$ cat config.mk
export PLATFORM = sky130hd
export DESIGN_NAME = cpu_clock_source_switch
export DESIGN_NICKNAME = d
export VERILOG_FILES = /design/src/pkg/clk_switch_pkg.sv /design/src/hdl/cpu_clock_source_switch.sv
export SDC_FILE = /design/constraint.sdc
export NUM_CORES = 1
export LEC_CHECK = 0
export BUFFER_PORTS_ARGS = -buffer_cell sky130_fd_sc_hd__buf_4
export CAP_MARGIN = 40
export CORE_MARGIN = 2
export CORE_UTILIZATION = 40
export CTS_BUF_LIST = sky130_fd_sc_hd__clkbuf_2
export CTS_CLUSTER_DIAMETER = 200
export DETAILED_ROUTE_END_ITERATION = 8
export PLACE_DENSITY = 0.7
export SYNTH_ARGS = -nofsm -noshare
export SYNTH_HDL_FRONTEND = slang
export SYNTH_SLANG_ARGS = --single-unit
$ cat constraint.sdc
create_clock -name i_clk_sys -period 3.9 [get_ports i_clk_sys]
set_clock_uncertainty 0.2 [all_clocks]
set_input_delay 0.39 -clock i_clk_sys [delete_from_list [all_inputs] [get_ports i_clk_sys]]
set_output_delay 0.39 -clock i_clk_sys [all_outputs]
set_load 0.01 [all_outputs]
$ cat src/pkg/clk_switch_pkg.sv
// Package: offsets, field positions, reset values and types of the CPU clock switch
package clk_switch_pkg;

    // ********************************
    // Register byte offsets
    // ********************************
    localparam logic [7:0] OFS_OSC_MODE  = 8'h00;
    localparam logic [7:0] OFS_PROC_CTRL = 8'h04;
    localparam logic [7:0] OFS_MAIN_MODE = 8'h08;
    localparam logic [7:0] OFS_INT_OSC   = 8'h0C;

    // ********************************
    // Field positions
    // ********************************
    localparam int BIT_SUB_OSC_EN     = 4;
    localparam int BIT_CPU_SUB_SEL    = 4;
    localparam int BIT_CPU_ON_SUB     = 5;
    localparam int BIT_DIV_LSB        = 0;
    localparam int BIT_MAIN_SRC_SEL   = 0;
    localparam int BIT_MAIN_SRC_STAT  = 1;
    localparam int BIT_INT_OSC_STOP   = 0;
    localparam int BIT_INT_OSC_STABLE = 7;

    // ********************************
    // Reset values and limits
    // ********************************
    localparam logic [2:0] DIV_RESET   = 3'h0;
    localparam logic [2:0] DIV_MAX     = 3'h4;
    localparam logic       SUB_EN_RST  = 1'h0;
    localparam logic       CPU_SUB_SEL_RST  = 1'h0;
    localparam logic       MAIN_SEL_RST     = 1'h0;
    localparam logic       INT_STOP_RST     = 1'h0;
    localparam logic [4:0] SUB_EDGES   = 5'h01;

    // ********************************
    // Types
    // ********************************
    typedef enum logic [1:0] {
        SRC_INT = 2'b00,
        SRC_HS  = 2'b01,
        SRC_SUB = 2'b10
    } src_e;

    typedef enum logic {
        SW_RUN  = 1'b0,
        SW_PARK = 1'b1
    } sw_state_e;

    typedef struct packed {
        logic [7:0]  addr;
        logic        write;
        logic [31:0] wdata;
    } apb_req_s;

endpackage : clk_switch_pkg

$ cat src/hdl/cpu_clock_source_switch.sv
// Design: CPU clock source switch with subsystem oscillator control over APB
//
// Contract
// - Enable bit at 1 turns subsystem pins from port use to oscillation.
// - Subsystem select bit at 1 routes subsystem clock to the CPU.
// - Divider codes 0 to 4 all give half subsystem frequency; others forbidden.
// - Two flags report source: 00 internal, 01 high speed, 1x subsystem.
// - Clearing the enable bit stops the subsystem oscillation.
// - Stop mode does not halt the subsystem oscillator.
// - Stable at bit 7, stop at bit 0, enable and select at 4, main at 0.
module cpu_clock_source_switch (
    input  wire logic        i_clk_sys,
    input  wire logic        i_rst_b,
    input  wire logic        psel,
    input  wire logic        penable,
    input  wire logic        pwrite,
    input  wire logic [7:0]  paddr,
    input  wire logic [31:0] pwdata,
    output logic      [31:0] o_prdata,
    output logic             o_pready,
    output logic             o_pslverr,
    input  wire logic        i_int_osc_clk,
    input  wire logic        i_hs_clk,
    input  wire logic        i_sub_clk,
    input  wire logic        i_int_osc_ready,
    input  wire logic        i_stop_mode,
    output logic             o_cpu_clk,
    output logic             o_sub_osc_mode,
    output logic             o_sub_osc_run,
    output logic             o_int_osc_run
);

    // ********************************
    // Reset release
    // ********************************
    logic [1:0] rst_sync_r;
    logic       rst_n;

    always_ff @(posedge i_clk_sys or negedge i_rst_b) begin
        if (!i_rst_b) begin
            rst_sync_r <= 2'h0;
        end else begin
            rst_sync_r <= {rst_sync_r[0], 1'h1};
        end
    end
    assign rst_n = rst_sync_r[1];

    // ********************************
    // Pin synchronisers
    // ********************************
    logic [3:0] pin_in;
    logic [3:0] sync1_r;
    logic [3:0] sync2_r;
    logic [2:0] lvl_prev_r;
    logic [2:0] rise;

    assign pin_in = {i_int_osc_ready, i_sub_clk, i_hs_clk, i_int_osc_clk};

    genvar gi;
    generate
        for (gi = 0; gi < 4; gi++) begin : g_sync
            always_ff @(posedge i_clk_sys or negedge rst_n) begin
                if (!rst_n) begin
                    sync1_r[gi] <= 1'h0;
                    sync2_r[gi] <= 1'h0;
                end else begin
                    sync1_r[gi] <= pin_in[gi];
                    sync2_r[gi] <= sync1_r[gi];
                end
            end
        end
    endgenerate

    always_ff @(posedge i_clk_sys or negedge rst_n) begin
        if (!rst_n) begin
            lvl_prev_r <= 3'h0;
        end else begin
            lvl_prev_r <= sync2_r[2:0];
        end
    end
    assign rise = sync2_r[2:0] & ~lvl_prev_r;

    // ********************************
    // APB slave and control registers
    // ********************************
    clk_switch_pkg::apb_req_s req;
    logic        sub_en_r,  sub_en_nxt;
    logic        cpu_sub_sel_r, cpu_sub_sel_nxt;
    logic        main_sel_r, main_sel_nxt;
    logic        int_stop_r, int_stop_nxt;
    logic [2:0]  div_r,     div_nxt;
    logic        pready_r,  pready_nxt;
    logic        pslverr_r, pslverr_nxt;
    logic [31:0] prdata_r,  prdata_nxt;
    logic        wr_en;
    logic        stable;
    clk_switch_pkg::src_e cur_src_r, cur_src_nxt;

    assign req    = '{addr: paddr, write: pwrite, wdata: pwdata};
    assign wr_en  = psel & penable & pready_r & req.write & ~pslverr_r;
    assign stable = sync2_r[3] & ~int_stop_r;

    always_comb begin
        sub_en_nxt  = sub_en_r;
        cpu_sub_sel_nxt = cpu_sub_sel_r;
        main_sel_nxt    = main_sel_r;
        int_stop_nxt    = int_stop_r;
        div_nxt     = div_r;
        pready_nxt  = psel & penable & ~pready_r;
        pslverr_nxt = 1'h0;
        prdata_nxt  = prdata_r;
        if (psel && penable && !pready_r) begin
            prdata_nxt = 32'h0000_0000;
            unique case (req.addr)
                clk_switch_pkg::OFS_OSC_MODE: begin
                    prdata_nxt[clk_switch_pkg::BIT_SUB_OSC_EN] = sub_en_r;
                end
                clk_switch_pkg::OFS_PROC_CTRL: begin
                    prdata_nxt[clk_switch_pkg::BIT_DIV_LSB +: 3]  = div_r;
                    prdata_nxt[clk_switch_pkg::BIT_CPU_SUB_SEL]   = cpu_sub_sel_r;
                    prdata_nxt[clk_switch_pkg::BIT_CPU_ON_SUB]    =
                        (cur_src_r == clk_switch_pkg::SRC_SUB);
                end
                clk_switch_pkg::OFS_MAIN_MODE: begin
                    prdata_nxt[clk_switch_pkg::BIT_MAIN_SRC_SEL]  = main_sel_r;
                    prdata_nxt[clk_switch_pkg::BIT_MAIN_SRC_STAT] =
                        (cur_src_r == clk_switch_pkg::SRC_HS);
                end
                clk_switch_pkg::OFS_INT_OSC: begin
                    prdata_nxt[clk_switch_pkg::BIT_INT_OSC_STOP]   = int_stop_r;
                    prdata_nxt[clk_switch_pkg::BIT_INT_OSC_STABLE] = stable;
                end
                default: begin
                    pslverr_nxt = 1'h1;
                end
            endcase
        end else if (psel && penable) begin
            pslverr_nxt = pslverr_r;
        end
        if (wr_en) begin
            unique case (req.addr)
                clk_switch_pkg::OFS_OSC_MODE: begin
                    sub_en_nxt = req.wdata[clk_switch_pkg::BIT_SUB_OSC_EN];
                end
                clk_switch_pkg::OFS_PROC_CTRL: begin
                    div_nxt = req.wdata[clk_switch_pkg::BIT_DIV_LSB +: 3];
                    cpu_sub_sel_nxt = req.wdata[clk_switch_pkg::BIT_CPU_SUB_SEL];
                end
                clk_switch_pkg::OFS_MAIN_MODE: begin
                    main_sel_nxt = req.wdata[clk_switch_pkg::BIT_MAIN_SRC_SEL];
                end
                clk_switch_pkg::OFS_INT_OSC: begin
                    int_stop_nxt = req.wdata[clk_switch_pkg::BIT_INT_OSC_STOP];
                end
                default: begin
                    sub_en_nxt = sub_en_r;
                end
            endcase
        end
    end

    always_ff @(posedge i_clk_sys or negedge rst_n) begin
        if (!rst_n) begin
            sub_en_r  <= clk_switch_pkg::SUB_EN_RST;
            cpu_sub_sel_r <= clk_switch_pkg::CPU_SUB_SEL_RST;
            main_sel_r    <= clk_switch_pkg::MAIN_SEL_RST;
            int_stop_r    <= clk_switch_pkg::INT_STOP_RST;
            div_r     <= clk_switch_pkg::DIV_RESET;
            pready_r  <= 1'h0;
            pslverr_r <= 1'h0;
            prdata_r  <= 32'h0000_0000;
        end else begin
            sub_en_r  <= sub_en_nxt;
            cpu_sub_sel_r <= cpu_sub_sel_nxt;
            main_sel_r    <= main_sel_nxt;
            int_stop_r    <= int_stop_nxt;
            div_r     <= div_nxt;
            pready_r  <= pready_nxt;
            pslverr_r <= pslverr_nxt;
            prdata_r  <= prdata_nxt;
        end
    end

    // ********************************
    // Glitch-free source switch and divider
    // ********************************
    clk_switch_pkg::src_e      req_src;
    clk_switch_pkg::sw_state_e state_r, state_nxt;
    logic [4:0] cnt_r, cnt_nxt;
    logic [4:0] limit;
    logic       cpu_clk_r, cpu_clk_nxt;
    logic       src_rise;

    always_comb begin
        if (cpu_sub_sel_r) begin
            req_src = clk_switch_pkg::SRC_SUB;
        end else if (main_sel_r) begin
            req_src = clk_switch_pkg::SRC_HS;
        end else begin
            req_src = clk_switch_pkg::SRC_INT;
        end
    end

    always_comb begin
        unique case (cur_src_r)
            clk_switch_pkg::SRC_SUB: begin
                src_rise = rise[2];
                limit    = clk_switch_pkg::SUB_EDGES;
            end
            clk_switch_pkg::SRC_HS: begin
                src_rise = rise[1];
                limit    = 5'h01 << ((div_r > clk_switch_pkg::DIV_MAX) ? 3'h4 : div_r);
            end
            default: begin
                src_rise = rise[0];
                limit    = 5'h01 << ((div_r > clk_switch_pkg::DIV_MAX) ? 3'h4 : div_r);
            end
        endcase
    end

    always_comb begin
        state_nxt   = state_r;
        cur_src_nxt = cur_src_r;
        cnt_nxt     = cnt_r;
        cpu_clk_nxt = cpu_clk_r;
        if (src_rise) begin
            if (cnt_r + 5'h01 >= limit) begin
                cnt_nxt     = 5'h00;
                cpu_clk_nxt = ~cpu_clk_r;
            end else begin
                cnt_nxt = cnt_r + 5'h01;
            end
        end
        unique case (state_r)
            clk_switch_pkg::SW_RUN: begin
                if (req_src != cur_src_r) begin
                    state_nxt = clk_switch_pkg::SW_PARK;
                end
            end
            clk_switch_pkg::SW_PARK: begin
                if (!cpu_clk_r) begin
                    cur_src_nxt = req_src;
                    cnt_nxt     = 5'h00;
                    cpu_clk_nxt = 1'h0;
                    state_nxt   = clk_switch_pkg::SW_RUN;
                end
            end
        endcase
    end

    always_ff @(posedge i_clk_sys or negedge rst_n) begin
        if (!rst_n) begin
            state_r   <= clk_switch_pkg::SW_RUN;
            cur_src_r <= clk_switch_pkg::SRC_INT;
            cnt_r     <= 5'h00;
            cpu_clk_r <= 1'h0;
        end else begin
            state_r   <= state_nxt;
            cur_src_r <= cur_src_nxt;
            cnt_r     <= cnt_nxt;
            cpu_clk_r <= cpu_clk_nxt;
        end
    end

    // ********************************
    // Oscillator controls
    // ********************************
    logic osc_mode_r;
    logic sub_run_r;
    logic int_run_r;

    always_ff @(posedge i_clk_sys or negedge rst_n) begin
        if (!rst_n) begin
            osc_mode_r <= 1'h0;
            sub_run_r  <= 1'h0;
            int_run_r  <= 1'h0;
        end else begin
            osc_mode_r <= sub_en_nxt;
            sub_run_r  <= sub_en_nxt;
            int_run_r  <= ~int_stop_nxt & ~i_stop_mode;
        end
    end

    assign o_prdata       = prdata_r;
    assign o_pready       = pready_r;
    assign o_pslverr      = pslverr_r;
    assign o_cpu_clk      = cpu_clk_r;
    assign o_sub_osc_mode = osc_mode_r;
    assign o_sub_osc_run  = sub_run_r;
    assign o_int_osc_run  = int_run_r;
endmodule // cpu_clock_source_switch

==> results.json <==
{
  "status": "completed",
  "grt_setup_unrepaired": "no",
  "num_vias": 1280,
  "layout-drive-gt1-share": 0.269,
  "cp.arrival_ns": 2.80,
  "cts.path.max_buffers": 2,
  "setup_violations": 0,
  "rrSetupSlack_ns": 1.22,
  "die_y_um": 73.6,
  "path_depth": 10,
  "avgRoutedWirePerCell_um": 11.3,
  "max_freq_mhz": 374,
  "mostFrequentLayoutCell": "dfrtp_1",
  "cp-endpoint": "cnt_r[3]$_DFF_PN0_",
  "multi_input_area_um2": 847,
  "cts_buffers": 5,
  "fin_crit_ns": 2.68,
  "holdWs_ns": 0.0351,
  "grt_max_degree": 37,
  "die_x_um": 73.6,
  "drc": 0,
  "syn_to_final_growth_pct": 16.3,
  "htreeDepth": 2,
  "hold_path_class": "primary input to flop",
  "tns_ns": 0,
  "async_flop_share": 1.00,
  "clockRootBuffer": "clkbuf_2",
  "antennaDiodeCount": 0,
  "pre_cts_ws_ns": 1.20,
  "rr_startpoint": "cur_src_r[0]$_DFFE_PN0P_",
  "ys_ff_latch": 38,
  "grt_usage": 0.124,
  "peakVddDrop_uv": 207,
  "start_kind": "flop",
  "hold_violations": 0,
  "crit_buf_inv": 1,
  "path_class": "flop to flop",
  "syn-cell-area_um2": 1940,
  "final_cell_mix": "dfrtp_1 (38), buf_4 (34), conb_1 (27)",
  "yosysUniqueCellTypes": 38,
  "setup_slack_ns": 1.22,
  "coreArea_um2": 4690,
  "grt_pass1_vias": 1154,
  "maxSlewViolCount": 0,
  "wl_um": 3130,
  "antenna_found_initial": 0,
  "place.gp.congestion": 0.787,
  "worst_pin_slew_ns": 0.731,
  "route.met3.wl_um": 113,
  "io_pins": 88,
  "required_ns": 4.02,
  "syn_avg_cell_area_um2": 10.8,
  "dpl.hpwl_um": 2340,
  "top_layer": "met4",
  "total_power_uw": 694,
  "synth-seq-area-share": 0.491,
  "rows": 25,
  "wl_met2_um": 1570,
  "worstReg2RegEnd": "cnt_r[3]$_DFF_PN0_",
  "finalCritPeriodShare": 0.686,
  "start_util": 0.413,
  "avgViaCountPerCell": 4.62,
  "finalNetCount": 281,
  "critPathMaxFanout": 5,
  "m1WireLength_um": 1420,
  "drt-pass1-iter-count": 4,
  "cts_tree": "yes",
  "timing.slew.headroom": 0.512,
  "powerDensity_nw_per_um2": 308,
  "synth_ff_type": "dfrtp_1",
  "cp-end-kind": "flop",
  "portBuffers": 33,
  "antenna_left": 0,
  "clkTransAtPathRegs_ns": 0.18,
  "synth_edf_count": 0,
  "crit_chain": "inv_1 -> ha_1 -> nor2_1 -> nand3b_1 -> ha_1 -> a21oi_1 -> o21ai_1 -> a31oi_1 -> or3b_1 -> a21oi_1",
  "die_area_um2": 5420,
  "dr.first_iter.drc_count": 22,
  "syn_inst": 179,
  "seqCellArea_um2": 951,
  "nFillCells": 457,
  "grt_pass1_wl_um": 5180,
  "power.leakage_uw": 0.00109,
  "clock-sinks": 38,
  "path_delay_family": "compound AO/OA/AOI/OAI gates",
  "overflow": 0,
  "drv_cap": 0,
  "worst_path_largest_cell_delay_ns": 0.41,
  "crit_start": "cur_src_r[0]$_DFFE_PN0P_",
  "rr_worst_depth": 10,
  "synth_warnings": 0,
  "clk_latency_ns": 0.37,
  "slowest_stage": "dfrtp_1"
}
==> flip-flops by register name, indices dropped and copies added (netlist names) <==
| signal | flops |
|---|---|
| cnt_r | 5 |
| cpu_sub_sel_r | 1 |
| cur_src_r | 2 |
| div_r | 3 |
| int_stop_r | 1 |
| lvl_prev_r | 3 |
| main_sel_r | 1 |
| o_cpu_clk | 1 |
| o_int_osc_run | 1 |
| o_prdata | 6 |
| o_pready | 1 |
| o_pslverr | 1 |
| o_sub_osc_run | 1 |
| rst_sync_r | 2 |
| state_r | 1 |
| sync1_r | 4 |
| sync2_r | 4 |
==> cell families (layout without fill, tap and decap cells) <==
logic type / count (synthesis) / count (layout) / share of synthesized area
xor gates and xnor gates: 4 / 4 / 0.0220
AOI/OAI and AO/OA: 21 / 21 / 0.0729
other: 2 / 27 / 0.00387
DFF: 38 / 38 / 0.491
and+or+nand+nor: 60 / 60 / 0.176
muxes: 11 / 11 / 0.0626
buffers and inverters: 35 / 54 / 0.121
adders and majority gates: 8 / 8 / 0.0516
==> where the power goes <==
part	leakage, uW	internal [uW]	switching, uW	total, uW
Clock	0.0000286	38.9	121	160
Sequential	0.000494	413	12.9	426
Combinational	0.000566	50.2	58.0	108
Total	0.00109	502	192	694
==> layer usage <==
| metal | vias to the layer above | global-route usage |
|---|---|---|
| met5 | - | 0 |
| met4 | 0 | 0.0424 |
| met3 | 5 | 0.0370 |
| met2 | 26 | 0.188 |
| met1 | 602 | 0.170 |
| li1 | 647 | - |
==> synth_stat cells (3+ instances only) <==
library cell  instances  area, um2
nor2_1               11       41.3
nor2b_1               4       25.0
nor3_1                3       15.0
buf_4                27        203
ha_1                  8        100
inv_1                 5       18.8
nand3b_1              8       60.1
dfrtp_1              38        951
a21oi_1               6       30.0
nand2_1              17       63.8
nand3_1               3       15.0
mux2_2                9        101
o21ai_0               5       25.0
==> metrics by stage <==
stage	utilization	instance area, um2	instances
floorplan	-	2030	204
global placement	0.456	2140	262
detailed placement	0.456	2140	262
CTS	0.478	2240	276
global route	0.481	2250	277
finish	0.481	2250	277
==> what timing repair did <==
item | CTS | global route
setup endpoints to repair | 0 | 0
gates resized for setup | 0 | 0
hold buffers | 7 | 1
buffers inserted | 0 | 0
hold endpoints to repair | 8 | 1
==> worst min-delay path by stage <==
stage	start	to	slack, ns	cells after the start
after floorplan	i_rst_b	rst_sync_r[0]$_DFF_PN0_	-0.11	0
after global placement	i_rst_b	rst_sync_r[0]$_DFF_PN0_	-0.03	1
after detailed placement	i_rst_b	rst_sync_r[0]$_DFF_PN0_	-0.03	1
after CTS	pwdata[4]	o_sub_osc_run$_DFFE_PN0P_	0.02	2
after global routing	pwdata[1]	div_r[1]$_DFFE_PN0P_	0.005	2
final	pwdata[1]	div_r[1]$_DFFE_PN0P_	0.04	2
==> cell type report <==
cell class              instances  area share
clock inverters                 2     0.00444
repair buffers                 42       0.149
multi-input cells             131       0.376
well taps                      54      0.0300
inverters                       5     0.00832
flip-flops and latches         38       0.422
clock buffers                   5      0.0111
==> worst register-to-register path, delay by kind of cell (launching register included) <==
kind,cells,cell delay [ns]
AOI/OAI and AO/OA,4,0.69
adders and majority gates,2,0.56
buffers and inverters,1,0.09
DFF,1,0.41
and+or+nand+nor,3,0.69
Power figures use the tool's default switching activity.
